--- src/shared/smd_defs.svh ---
// smd_defs.svh: opcode values, flag positions, flag case codes and reset values
// for the stack/misc decoder and the condition-flag unit.
// assumes: included by bare name and protected by its own guard.
`ifndef SMD_DEFS_SVH
`define SMD_DEFS_SVH

// ============================================================
// opcodes of the stack and miscellaneous group
`define SMD_OP_PUSH_EFF_ADDR  8'hE0
`define SMD_OP_PUSH_WORD      8'hA0
`define SMD_OP_POP_WORD       8'h20
`define SMD_OP_IDLE_ONE       8'h70
`define SMD_OP_IDLE_TWO       8'h73
`define SMD_OP_IDLE_THREE     8'h72
`define SMD_OP_BREAKPOINT     8'h2E
`define SMD_OP_ICACHE_INVAL   8'h27
`define SMD_OP_EXTENSION      8'h14

// ============================================================
// instruction lengths in bytes
`define SMD_LEN_STACK_MIN     3'h2
`define SMD_LEN_STACK_MAX     3'h6
`define SMD_LEN_ONE           3'h1
`define SMD_LEN_TWO           3'h2
`define SMD_LEN_THREE         3'h3
`define SMD_LEN_NONE          3'h0

// ============================================================
// condition flag positions in the processor status word
`define SMD_PSW_C_BIT         18
`define SMD_PSW_V_BIT         19
`define SMD_PSW_Z_BIT         20
`define SMD_PSW_N_BIT         21
`define SMD_PSW_FLAG_LO       18
`define SMD_PSW_FLAG_HI       21

// ============================================================
// flag case codes
`define SMD_FC_NONE           4'h0
`define SMD_FC_1              4'h1
`define SMD_FC_2              4'h2
`define SMD_FC_3              4'h3
`define SMD_FC_4              4'h4
`define SMD_FC_5              4'h5
`define SMD_FC_6              4'h6
`define SMD_FC_7              4'h7
`define SMD_FC_8              4'h8
`define SMD_FC_9              4'h9
`define SMD_FC_10             4'hA

// ============================================================
// reset values
`define SMD_PSW_RESET         32'h0000_0000

`endif

--- src/shared/smd_pkg.sv ---
// smd_pkg: types shared by the decoder and the flag unit.
// assumes: compiled before every module that imports it.
package smd_pkg;

    // ============================================================
    // decoded instruction class
    typedef enum logic [3:0] {
        SMD_CLS_NONE        = 4'b0000,
        SMD_CLS_PUSH_EFF    = 4'b0001,
        SMD_CLS_PUSH_WORD   = 4'b0010,
        SMD_CLS_POP_WORD    = 4'b0011,
        SMD_CLS_IDLE_ONE    = 4'b0100,
        SMD_CLS_IDLE_TWO    = 4'b0101,
        SMD_CLS_IDLE_THREE  = 4'b0110,
        SMD_CLS_BREAKPOINT  = 4'b0111,
        SMD_CLS_ICACHE_INV  = 4'b1000,
        SMD_CLS_EXTENSION   = 4'b1001
    } smd_class_e;

    // ============================================================
    // operand width of the destination or source
    typedef enum logic [1:0] {
        SMD_W_BYTE = 2'b00,
        SMD_W_HALF = 2'b01,
        SMD_W_WORD = 2'b10
    } smd_width_e;

endpackage

--- src/smd_decode.sv ---
// smd_decode: stack/miscellaneous opcode decode and processor status word
// condition-flag update.
// assumes: one core clock; every input is driven by core logic on that clock.
`timescale 1ns/1ns
`include "smd_defs.svh"

module smd_decode
    import smd_pkg::*;
#(
    parameter int PSW_W = 32
) (
    input  wire logic              i_core_clk,
    input  wire logic              i_rst,
    // opcode decode request
    input  wire logic              i_op_valid,
    input  wire logic [7:0]        i_opcode,
    output logic                   o_dec_valid,
    output smd_class_e             o_dec_class,
    output logic [2:0]             o_len_min,
    output logic [2:0]             o_len_max,
    output logic [2:0]             o_pc_advance,
    output logic                   o_flags_keep,
    output logic                   o_trap_req,
    output logic                   o_icache_inval,
    // flag update request
    input  wire logic              i_flag_valid,
    input  wire logic [3:0]        i_flag_case,
    input  wire logic [31:0]       i_dst,
    input  wire logic [31:0]       i_src,
    input  wire smd_width_e        i_width,
    input  wire logic              i_signed,
    input  wire logic              i_carry,
    input  wire logic              i_int_ovf,
    input  wire logic              i_expanded,
    input  wire logic              i_truncated,
    input  wire logic              i_type_changed,
    input  wire logic [63:0]       i_abs_result,
    input  wire logic              i_psw_is_src,
    input  wire logic              i_psw_is_dst,
    input  wire logic [PSW_W-1:0]  i_new_psw,
    input  wire logic              i_cop_accept,
    input  wire logic [31:0]       i_cop_word,
    output logic [PSW_W-1:0]       o_psw,
    output logic                   o_flag_n,
    output logic                   o_flag_z,
    output logic                   o_flag_v,
    output logic                   o_flag_c
);

    // ============================================================
    // decode stage
    logic        dec_valid_r,  dec_valid_nxt;
    smd_class_e  dec_class_r,  dec_class_nxt;
    logic [2:0]  len_min_r,    len_min_nxt;
    logic [2:0]  len_max_r,    len_max_nxt;
    logic [2:0]  pc_adv_r,     pc_adv_nxt;
    logic        keep_r,       keep_nxt;
    logic        trap_r,       trap_nxt;
    logic        inval_r,      inval_nxt;

    // next decode values from the opcode
    always_comb begin
        dec_valid_nxt = 1'b0;
        dec_class_nxt = SMD_CLS_NONE;
        len_min_nxt   = `SMD_LEN_NONE;
        len_max_nxt   = `SMD_LEN_NONE;
        pc_adv_nxt    = `SMD_LEN_NONE;
        keep_nxt      = 1'b0;
        trap_nxt      = 1'b0;
        inval_nxt     = 1'b0;
        if (i_op_valid) begin
            dec_valid_nxt = 1'b1;
            unique case (i_opcode)
                `SMD_OP_PUSH_EFF_ADDR: begin
                    dec_class_nxt = SMD_CLS_PUSH_EFF;
                    len_min_nxt   = `SMD_LEN_STACK_MIN;
                    len_max_nxt   = `SMD_LEN_STACK_MAX;
                end
                `SMD_OP_PUSH_WORD: begin
                    dec_class_nxt = SMD_CLS_PUSH_WORD;
                    len_min_nxt   = `SMD_LEN_STACK_MIN;
                    len_max_nxt   = `SMD_LEN_STACK_MAX;
                end
                `SMD_OP_POP_WORD: begin
                    dec_class_nxt = SMD_CLS_POP_WORD;
                    len_min_nxt   = `SMD_LEN_STACK_MIN;
                    len_max_nxt   = `SMD_LEN_STACK_MAX;
                end
                `SMD_OP_IDLE_ONE: begin
                    dec_class_nxt = SMD_CLS_IDLE_ONE;
                    len_min_nxt   = `SMD_LEN_ONE;
                    len_max_nxt   = `SMD_LEN_ONE;
                    pc_adv_nxt    = `SMD_LEN_ONE;
                    keep_nxt      = 1'b1;
                end
                `SMD_OP_IDLE_TWO: begin
                    dec_class_nxt = SMD_CLS_IDLE_TWO;
                    len_min_nxt   = `SMD_LEN_TWO;
                    len_max_nxt   = `SMD_LEN_TWO;
                    pc_adv_nxt    = `SMD_LEN_TWO;
                    keep_nxt      = 1'b1;
                end
                `SMD_OP_IDLE_THREE: begin
                    dec_class_nxt = SMD_CLS_IDLE_THREE;
                    len_min_nxt   = `SMD_LEN_THREE;
                    len_max_nxt   = `SMD_LEN_THREE;
                    pc_adv_nxt    = `SMD_LEN_THREE;
                    keep_nxt      = 1'b1;
                end
                `SMD_OP_BREAKPOINT: begin
                    dec_class_nxt = SMD_CLS_BREAKPOINT;
                    len_min_nxt   = `SMD_LEN_ONE;
                    len_max_nxt   = `SMD_LEN_ONE;
                    keep_nxt      = 1'b1;
                    trap_nxt      = 1'b1;
                end
                `SMD_OP_ICACHE_INVAL: begin
                    dec_class_nxt = SMD_CLS_ICACHE_INV;
                    len_min_nxt   = `SMD_LEN_ONE;
                    len_max_nxt   = `SMD_LEN_ONE;
                    keep_nxt      = 1'b1;
                    inval_nxt     = 1'b1;
                end
                `SMD_OP_EXTENSION: begin
                    dec_class_nxt = SMD_CLS_EXTENSION;
                    len_min_nxt   = `SMD_LEN_ONE;
                    len_max_nxt   = `SMD_LEN_TWO;
                    keep_nxt      = 1'b1;
                end
                default: begin
                    dec_valid_nxt = 1'b0;                               // not in this group
                end
            endcase
        end
    end

    // decode registers
    always_ff @(posedge i_core_clk or posedge i_rst) begin
        if (i_rst) begin
            dec_valid_r <= 1'b0;
            dec_class_r <= SMD_CLS_NONE;
            len_min_r   <= `SMD_LEN_NONE;
            len_max_r   <= `SMD_LEN_NONE;
            pc_adv_r    <= `SMD_LEN_NONE;
            keep_r      <= 1'b0;
            trap_r      <= 1'b0;
            inval_r     <= 1'b0;
        end else begin
            dec_valid_r <= dec_valid_nxt;
            dec_class_r <= dec_class_nxt;
            len_min_r   <= len_min_nxt;
            len_max_r   <= len_max_nxt;
            pc_adv_r    <= pc_adv_nxt;
            keep_r      <= keep_nxt;
            trap_r      <= trap_nxt;
            inval_r     <= inval_nxt;
        end
    end

    assign o_dec_valid    = dec_valid_r;
    assign o_dec_class    = dec_class_r;
    assign o_len_min      = len_min_r;
    assign o_len_max      = len_max_r;
    assign o_pc_advance   = pc_adv_r;
    assign o_flags_keep   = keep_r;
    assign o_trap_req     = trap_r;
    assign o_icache_inval = inval_r;

    // ============================================================
    // processor status word and condition flags
    logic [PSW_W-1:0] psw_r, psw_nxt;
    logic [3:0]       old_nzvc;
    logic [3:0]       calc_nzvc;
    logic             arith_case;

    assign old_nzvc   = {psw_r[`SMD_PSW_N_BIT], psw_r[`SMD_PSW_Z_BIT],
                         psw_r[`SMD_PSW_V_BIT], psw_r[`SMD_PSW_C_BIT]};
    assign arith_case = (i_flag_case >= `SMD_FC_1) && (i_flag_case <= `SMD_FC_6);

    smd_flag_calc u_flag_calc (
        .i_case         (i_flag_case),
        .i_dst          (i_dst),
        .i_src          (i_src),
        .i_width        (i_width),
        .i_signed       (i_signed),
        .i_carry        (i_carry),
        .i_int_ovf      (i_int_ovf),
        .i_expanded     (i_expanded),
        .i_truncated    (i_truncated),
        .i_type_changed (i_type_changed),
        .i_abs_result   (i_abs_result),
        .i_old_nzvc     (old_nzvc),
        .o_nzvc         (calc_nzvc)
    );

    // next status word; coprocessor copy overrides a same-cycle flag update
    always_comb begin
        psw_nxt = psw_r;
        if (i_flag_valid) begin
            if (arith_case && i_psw_is_src) begin
                psw_nxt = psw_r;
            end else if (arith_case && i_psw_is_dst) begin
                psw_nxt[`SMD_PSW_FLAG_HI:`SMD_PSW_FLAG_LO] =
                    i_dst[`SMD_PSW_FLAG_HI:`SMD_PSW_FLAG_LO];
            end else if (i_flag_case == `SMD_FC_8 || i_flag_case == `SMD_FC_9) begin
                psw_nxt = i_new_psw;
            end else if (i_flag_case >= `SMD_FC_1 && i_flag_case <= `SMD_FC_7) begin
                psw_nxt[`SMD_PSW_N_BIT] = calc_nzvc[3];
                psw_nxt[`SMD_PSW_Z_BIT] = calc_nzvc[2];
                psw_nxt[`SMD_PSW_V_BIT] = calc_nzvc[1];
                psw_nxt[`SMD_PSW_C_BIT] = calc_nzvc[0];
            end
        end
        if (i_cop_accept) begin
            psw_nxt[`SMD_PSW_FLAG_HI:`SMD_PSW_FLAG_LO] =
                i_cop_word[`SMD_PSW_FLAG_HI:`SMD_PSW_FLAG_LO];
        end
    end

    // status word register
    always_ff @(posedge i_core_clk or posedge i_rst) begin
        if (i_rst) begin
            psw_r <= PSW_W'(`SMD_PSW_RESET);
        end else begin
            psw_r <= psw_nxt;
        end
    end

    assign o_psw    = psw_r;
    assign o_flag_n = psw_r[`SMD_PSW_N_BIT];
    assign o_flag_z = psw_r[`SMD_PSW_Z_BIT];
    assign o_flag_v = psw_r[`SMD_PSW_V_BIT];
    assign o_flag_c = psw_r[`SMD_PSW_C_BIT];

endmodule // smd_decode

--- src/smd_flag_calc.sv ---
// smd_flag_calc: combinational condition-flag computation for one flag case.
// assumes: all inputs come from logic on the same core clock.
`timescale 1ns/1ns
`include "smd_defs.svh"

module smd_flag_calc
    import smd_pkg::*;
(
    input  wire logic [3:0]  i_case,
    input  wire logic [31:0] i_dst,
    input  wire logic [31:0] i_src,
    input  wire smd_width_e  i_width,
    input  wire logic        i_signed,
    input  wire logic        i_carry,
    input  wire logic        i_int_ovf,
    input  wire logic        i_expanded,
    input  wire logic        i_truncated,
    input  wire logic        i_type_changed,
    input  wire logic [63:0] i_abs_result,
    input  wire logic [3:0]  i_old_nzvc,
    output logic      [3:0]  o_nzvc
);

    logic dst_msb;
    logic src_msb;
    logic dst_zero;
    logic src_zero;
    logic case4_exempt;

    // sign bit and zero test at the operand width
    always_comb begin
        unique case (i_width)
            SMD_W_BYTE: begin
                dst_msb  = i_dst[7];
                src_msb  = i_src[7];
                dst_zero = (i_dst[7:0] == 8'h00);
                src_zero = (i_src[7:0] == 8'h00);
            end
            SMD_W_HALF: begin
                dst_msb  = i_dst[15];
                src_msb  = i_src[15];
                dst_zero = (i_dst[15:0] == 16'h0000);
                src_zero = (i_src[15:0] == 16'h0000);
            end
            default: begin
                dst_msb  = i_dst[31];
                src_msb  = i_src[31];
                dst_zero = (i_dst == 32'h0000_0000);
                src_zero = (i_src == 32'h0000_0000);
            end
        endcase
    end

    // signed word whose magnitude has bit 31 set and fits in 32 bits leaves overflow clear
    assign case4_exempt = i_signed && (i_width == SMD_W_WORD) && i_abs_result[31]
                          && (i_abs_result[63:32] == 32'h0000_0000);

    // flags ordered n, z, v, c
    always_comb begin
        o_nzvc = i_old_nzvc;
        unique case (i_case)
            `SMD_FC_1: o_nzvc = {dst_msb, dst_zero, i_expanded & i_truncated, 1'b0};
            `SMD_FC_2: o_nzvc = {i_signed & dst_msb, dst_zero, i_int_ovf, i_carry};
            `SMD_FC_3: o_nzvc = {i_signed & dst_msb, dst_zero, i_int_ovf, 1'b0};
            `SMD_FC_4: o_nzvc = {i_signed & dst_msb, dst_zero, i_int_ovf & ~case4_exempt, 1'b0};
            `SMD_FC_5: o_nzvc = {i_signed & dst_msb, dst_zero,
                                 i_expanded & i_type_changed & i_int_ovf, 1'b0};
            `SMD_FC_6: o_nzvc = {i_signed ? src_msb : i_old_nzvc[3], src_zero, 1'b0, 1'b0};
            `SMD_FC_7: o_nzvc = {i_dst[31], i_dst == 32'h0000_0000, 1'b0, 1'b0};
            default:   o_nzvc = i_old_nzvc;
        endcase
    end

endmodule // smd_flag_calc

--- config.mk ---
export PLATFORM = sky130hd
export DESIGN_NAME = smd_decode
export DESIGN_NICKNAME = d
export VERILOG_FILES = /design/src/shared/smd_pkg.sv /design/src/smd_decode.sv /design/src/smd_flag_calc.sv
export VERILOG_INCLUDE_DIRS = /design/src /design/src/shared
export SDC_FILE = /design/constraint.sdc
export NUM_CORES = 1
export LEC_CHECK = 0
export BUFFER_PORTS_ARGS = -buffer_cell sky130_fd_sc_hd__buf_2
export CORE_AREA = 2 2 105 107
export DETAILED_ROUTE_END_ITERATION = 6
export DIE_AREA = 0 0 107 109
export GPL_TIMING_DRIVEN = 0
export PLACE_DENSITY_LB_ADDON = 0.05
export RECOVER_POWER = 25
export SETUP_SLACK_MARGIN = 0.5
export SLEW_MARGIN = 20
export SYNTH_ARGS = -nofsm -noshare
export SYNTH_HDL_FRONTEND = slang
export SYNTH_SLANG_ARGS = --single-unit
--- constraint.sdc ---
create_clock -name i_core_clk -period 1.1 [get_ports i_core_clk]
set_input_delay 0.055 -clock i_core_clk [delete_from_list [all_inputs] [get_ports i_core_clk]]
set_output_delay 0.055 -clock i_core_clk [all_outputs]
set_load 0.01 [all_outputs]
==> results of run 1 <==
-- cell usage in the layout (no fill, tap or decap), types with 3 or more instances in the layout --
cell        n
a21oi_1     4
buf_8       6
nand2_1    12
buf_4      34
nand3_2     4
nor2_1      5
buf_6      33
a211oi_1    3
mux2_4     28
nand2b_1    3
dfrtp_1    46
inv_1      10
nor2_4      3
nand4_1     5
buf_2     177
nor4_1     19
and2_4      3
buf_12      8
clkbuf_8    5
nor4_2      3
-- state kept, by name (all words and copies together) (netlist names) --
| signal | flops |
|---|---|
| o_flags_keep | 1 |
| o_len_min | 2 |
| o_trap_req | 1 |
| o_len_max | 3 |
| o_pc_advance | 2 |
| o_dec_valid | 1 |
| o_icache_inval | 1 |
| o_dec_class | 4 |
| o_psw | 32 |
-- power groups by stage --
stage | Clock, uW | Combinational, uW | Sequential [uW]
2_1_floorplan | 0 | 657 | 2260
3_3_place_gp | 0 | 1490 | 2130
3_5_place_dp | 0 | 1490 | 2140
4_1_cts | 1410 | 1850 | 2100
5_1_grt | 1500 | 2130 | 2140
6_report | 1350 | 1980 | 2110
-- timing repair --
| item | CTS | global route |
|---|---|---|
| pin swaps | 20 | 17 |
| setup endpoints to repair | 142 | 95 |
| gates cloned | 3 | 1 |
| gates resized for setup | 71 | 30 |
| hold endpoints to repair | 78 | 78 |
| buffers inserted | 28 | 11 |
-- tightest hold or removal path: cells and delay by family --
| kind | cells | cell delay (ns) |
|---|---|---|
| AND/OR/NAND/NOR | 1 | 0.04 |
| AO/OA/AOI/OAI | 1 | 0.06 |
| buffers and inverters | 1 | 0.08 |
-- worst min path at each step --
stage	startpoint	endpoint	slack, ns	cells after the start
after global routing	i_cop_word[18]	o_psw[18]$_DFFE_PP0P_	-0.05	3
after floorplan	i_rst	o_dec_class[0]$_DFF_PP0_	0.08	1
final	i_cop_word[18]	o_psw[18]$_DFFE_PP0P_	-0.03	3
after CTS	i_rst	o_psw[19]$_DFFE_PP0P_	-0.16	2
after global placement	i_cop_word[18]	o_psw[18]$_DFFE_PP0P_	0.27	3
after detailed placement	i_cop_word[18]	o_psw[18]$_DFFE_PP0P_	0.27	3
-- synth_stat cells (all sizes together), types with 2 or more instances --
| cell type | number | area share |
|---|---|---|
| nor4b | 4 | 0.014 |
| and2 | 4 | 0.0097 |
| nor3 | 4 | 0.0077 |
| or3 | 2 | 0.0068 |
| o221ai | 2 | 0.0068 |
| a21boi | 2 | 0.0058 |
| inv | 13 | 0.019 |
| o31ai | 4 | 0.012 |
| a211oi | 3 | 0.0087 |
| mux2i | 2 | 0.0077 |
| nand2b | 4 | 0.0097 |
| nor4 | 22 | 0.053 |
| a2bb2oi | 2 | 0.0068 |
| and3 | 4 | 0.0097 |
| nand3 | 6 | 0.012 |
| o2111ai | 2 | 0.0068 |
| and3b | 2 | 0.0082 |
| nand2 | 16 | 0.024 |
| nand4 | 5 | 0.012 |
| a31oi | 2 | 0.0048 |
| a2111oi | 3 | 0.010 |
| mux2 | 30 | 0.13 |
| nor2 | 10 | 0.018 |
| a21oi | 5 | 0.0097 |
| a41oi | 2 | 0.0068 |
| dfrtp | 47 | 0.45 |
| buf | 12 | 0.032 |
| nor2b | 3 | 0.0072 |
| o211ai | 2 | 0.0058 |
-- stage by stage --
step	util	std cells	worst slack [ns]	hold slack (ns)	area (sq um)
floorplan	-	243	-0.209	0.0783	2880
global route	0.479	643	-0.138	-0.0490	5080
finish	0.479	644	-0.126	-0.0300	5080
global placement	0.387	592	-0.654	0.267	4100
detailed placement	0.387	592	-0.651	0.273	4100
CTS	0.456	631	-0.115	-0.160	4830
-- layer usage --
layer | routed length [um] | GRT usage
met5 | 13 | 0
met4 | 87 | 0.0380
met3 | 822 | 0.0478
met2 | 5250 | 0.308
met1 | 4050 | 0.201
-- area by class of cell --
class	count	area, sq um	area share
Tap cell	140	175	0.0345
Multi-Input combinational cell	170	1690	0.332
Timing Repair Buffer	251	1700	0.334
Clock buffer	5	68.8	0.0136
Buffer	13	163	0.0320
Sequential cell	47	1180	0.232
Antenna cell	1	2.50	0.000493
Inverter	13	57.6	0.0113
Clock inverter	3	47.5	0.00936
Timing Repair inverter	1	5.00	0.000985
-- logic make-up after synthesis --
logic type,synth area share
buffers and inverters,0.0522
other,0.00145
flip-flops,0.454
adder cells (fa/ha/maj),0.00386
multiplexers,0.138
AND/OR/NAND/NOR,0.214
AO/OA/AOI/OAI,0.136
==> flow_summary.toml, run 1 <==
[synth]
synthCells = 242
synth_edf_count = 0
synth-warning-count = 0
ys_dominant_reg_cell = "dfrtp_1"
yosysUniqueCellTypes = 61
ys_seq_area_frac = 0.454
async_flop_share = 1.00
avgSynthCellArea_sq_um = 10.7
synth.ff_latch_count = 47
synth_area_sq_mm = 0.00259

[status]
failed_checks = "hold timing, setup timing"
status = "complete, but fails checks"

[clock_network]
htree_levels = 2
numCtsBuffers = 5
clock-sinks = 47
clk_pin_slew_worst_paths_ns = 0.10
clockRootBuffer = "clkbuf_8"
clockBufferDepth = 2
cts_tree = "built"
clkLatencyLatePin_ns = 0.30

[pwr]
swShare = 0.285
pwr-share-comb = 0.364
p_switching_uw = 1550
p_seq_frac = 0.388
total_power_uw = 5440
ir_worst_vdd_mv = 0.590
p_clk_frac = 0.249
p_leak_uw = 0.00248
power_density_mw_per_mm2 = 1070
internal_power_uw = 3890

[placed_design]
place_hpwl_um = 7660
port-buffer-count = 209
gp_congestion = 0.813

[cells_and_area]
nFillCells = 1005
drive_above_1_share = 0.698
nets = 721
area_delta_synth_final_pct = 96.1

[floorplan]
design.die.area_sq_mm = 0.0117
die_h_um = 109
core_area_sq_mm = 0.0106
initial_utilization = 0.244
ios = 272
die_w_um = 107
row_count = 38

[grt]
grt_pass1_wl_um = 15400
grt_max_degree = 25
grt.total_usage = 0.170
grt_pass1_vias = 2995
grt-ovfl-total = 0
antenna_found_initial = 2

[worst_setup_path]
rr_endpoint = "o_psw[20]$_DFFE_PP0P_"
startpoint_type = "primary input"
crit_path_max_fanout = 2
reg2reg_slack_ns = 0.14
worstReg2RegStart = "o_psw[20]$_DFFE_PP0P_"
worst-setup-path-type = "primary input to flip-flop"
worstPathArrival_ns = 1.40
slowest_stage = "or3_4"
critPathCaptureType = "flip-flop"
worst-r2r-cell-count = 4
cpLargestDelayFamily = "compound AO/OA/AOI/OAI gates"
critical_path.cell_chain = "buf_6, or3_4, and3b_4, a311o_1, o2111ai_2, o311ai_1"
cp-endpoint = "o_psw[19]$_DFFE_PP0P_"
max_stage_delay_ns = 0.39
cp.depth = 6
critPathBufInv = 1
critPathRequiredTime_ns = 1.27
startpoint = "i_flag_case[0]"

[sta]
setup_ws_ns = -0.126
setup_viol = 4
whs_ns = -0.0300
setup_tns_ns = -0.372
post-route-min-period_ns = 1.23
final_hold_viol_count = 35
worst_slew_pin_slew_ns = 1.14
max_slew_margin = 0.236
skew_ns = 0
fmax_mhz = 815
timing.final.crit_share = 1.11
rsz0062_at_grt = "yes"
drv_slew = 0

[drt]
vias_per_cell = 4.65
drt_iter0_markers = 50
wl_per_cell_um = 15.9
vias = 2996
drtPass1Iterations = 4
ant_nets = 0
drc = 0
routed_wl_um = 10200

[run]
maxCapViolations = 0

[min_path]
min_path_type = "primary input to flip-flop"
(Power assumes the default switching activity.)
==> run 2, diff against run 1 <==
Settings changed: ABC_AREA from default to 1, CORE_AREA 2 2 105 107 to 2 2 106 108, DIE_AREA 0 0 107 109 to 0 0 108 110, PLACE_DENSITY from default to 0.6, PLACE_DENSITY_LB_ADDON 0.05 to default.
==> flow_summary.toml, run 2 <==
[status]
status = "complete, but fails checks"
failed_checks = "hold timing"

[placed_design]
placed_cells = 688
place_hpwl_um = 7650
gp_congestion = 0.875
post-place-ws_ns = -0.213
port-buffer-count = 210

[pwr]
internal_power_uw = 3870
swShare = 0.286
p_switching_uw = 1550
pwr-share-comb = 0.363
total_power_uw = 5420
power_density_mw_per_mm2 = 1040
p_seq_frac = 0.394
p_leak_uw = 0.00281
ir_worst_vdd_mv = 0.794
p_clk_frac = 0.242

[grt]
grt.total_usage = 0.159
grt_pass1_vias = 3343
grt-ovfl-total = 0
grt_max_degree = 48
antenna_found_initial = 0
grt_pass1_wl_um = 15000

[drt]
drtPass1Iterations = 6
wl_per_cell_um = 14.0
routed_wl_um = 10500
vias_per_cell = 4.44
drt_iter0_markers = 80
ant_nets = 0
drc = 0
vias = 3316

[worst_setup_path]
worst-r2r-cell-count = 2
worstPathArrival_ns = 0.96
slowest_stage = "dfrtp_1"
reg2reg_slack_ns = 0.20
critPathRequiredTime_ns = 1.04
max_stage_delay_ns = 0.43
critPathCaptureType = "primary output"
startpoint_type = "flip-flop"
worst-setup-path-type = "flip-flop to primary output"
cpMostUsedCell = "buf_6"
rr_endpoint = "o_psw[3]$_DFFE_PP0P_"
crit_path_max_fanout = 3
critical_path.cell_chain = "buf_6, buf_6"
worstReg2RegStart = "o_psw[3]$_DFFE_PP0P_"

[floorplan]
initial_utilization = 0.258
row_count = 38
die_w_um = 108
design.die.area_sq_mm = 0.0119
ios = 272
core_area_sq_mm = 0.0107
die_h_um = 110

[sta]
worst_slew_pin_slew_ns = 0.927
drv_slew = 0
rsz0062_at_grt = "yes"
setup_ws_ns = 0.0824
setup_tns_ns = 0
final_hold_viol_count = 40
fmax_mhz = 983
max_slew_margin = 0.379
post-route-min-period_ns = 1.02
whs_ns = -0.111
timing.final.crit_share = 0.925
setup_viol = 0
skew_ns = 0

[synth]
yosysUniqueCellTypes = 29
synth_top_area_frac = 0.426
synth_area_sq_mm = 0.00276
async_flop_share = 1.00
synthTopCellsByArea = "dfrtp_1 43%, nor2_1 12%, mux2_4 11%"
synthTopCellsByCount = "85 x nor2_1, 69 x nand2_1, 47 x dfrtp_1"
synth.ff_latch_count = 47
post-synth-top-area-cell = "dfrtp_1"
avgSynthCellArea_sq_um = 8.19
synthCells = 337
ys_seq_area_frac = 0.426
synth_edf_count = 0
synth-warning-count = 0
synth.most_common_cell = "nor2_1"
ys_dominant_reg_cell = "dfrtp_1"

[clock_network]
numCtsBuffers = 5
cts_tree = "built"
clockBufferDepth = 2
clk_pin_slew_worst_paths_ns = 0.09
htree_levels = 2
clockRootBuffer = "clkbuf_8"
clkLatencyLatePin_ns = 0.29
clock-sinks = 47

[cells_and_area]
instances_no_fill = 747
final_common_cell = "buf_2"
utilization = 0.489
diodes = 0
area_delta_synth_final_pct = 89.6
drive_above_1_share = 0.628
largest_reg_flops = 32
final_cell_mix = "185 x buf_2, 69 x nor2_1, 55 x nand2_1"
nets = 825

[run]
maxCapViolations = 0

[min_path]
min_path_type = "primary input to asynchronous set/reset pin"
-- run 2: cell count changes in the layout (fill, tap and decap cells not counted), sizes merged, moves of 5 or more --
| cell | change |
|---|---|
| a21oi | +8 |
| buf | +9 |
| inv | +19 |
| nand2 | +55 |
| nand3 | +10 |
| nand4 | +8 |
| nor2 | +76 |
| nor4 | -22 |
| o21ai | +5 |
-- run 2: cell families (layout without fill, tap and decap cells) --
family                 Yosys count  count (layout)  synth area share
and+or+nand+nor                189             189             0.292
DFF                             47              47             0.426
buffers and inverters           43             312            0.0802
AOI/OAI and AO/OA               29              29            0.0589
muxes                           28              28             0.141
other                            1               2           0.00136
-- run 2: cell type report --
cell class	count	area, sq um
multi-input cells	248	1710
plain buffers	9	105
flip-flops and latches	47	1180
fillers	1010	5460
inverters	34	181
clock inverters	2	35.0
well taps	140	175
clock buffers	6	82.6
repair buffers	261	1770
-- run 2: how the worst max path moves through the flow --
stage / start / end / slack (ns) / depth (start not counted)
finish: o_psw[21]$_DFFE_PP0P_ / o_psw[21] / 0.08 / 2
CTS: o_psw[20]$_DFFE_PP0P_ / o_psw[20] / 0.07 / 2
detailed placement: i_src[30] / o_psw[20]$_DFFE_PP0P_ / -0.21 / 8
global placement: i_src[30] / o_psw[20]$_DFFE_PP0P_ / -0.20 / 8
global route: o_psw[20]$_DFFE_PP0P_ / o_psw[20] / 0.04 / 2
floorplan: i_flag_case[1] / o_psw[0]$_DFFE_PP0P_ / 0.14 / 6
-- run 2: power groups by stage --
| stage | Combinational (uW) | Sequential (uW) | Clock [uW] |
|---|---|---|---|
| floorplan | 635 | 2260 | 0 |
| global placement | 1450 | 2130 | 0 |
| detailed placement | 1480 | 2140 | 0 |
| CTS | 1740 | 2110 | 1360 |
| global route | 2130 | 2170 | 1450 |
| finish | 1970 | 2140 | 1310 |
-- run 2: metrics by stage --
stage | hold WS (ns) | area, sq um
CTS | -0.0309 | 4850
detailed placement | 0.291 | 4140
global route | -0.0550 | 5230
global placement | 0.287 | 4140
finish | -0.111 | 5230
floorplan | 0.0783 | 2910
-- run 2: what timing repair did --
item                                    CTS  global route
endpoints found under the hold margin    29            47
endpoints found under the setup margin   96            97
gates cloned                              2             0
setup buffers                            30            18
pin swaps                                29            33
gates resized for setup                  82            63
-- run 2: metal layers --
metal  track usage  vias up  share of wire
met5             0        -              0
met4        0.0339        0          0.011
met3        0.0335       10          0.079
met2         0.320      147           0.54
met1         0.170     1533           0.37
li1              -     1626              -
-- run 2: critical path: cells and delay by family, from the launching register on --
kind / cells / cell delay, ns
flops: 1 / 0.43
buf+inv: 2 / 0.25
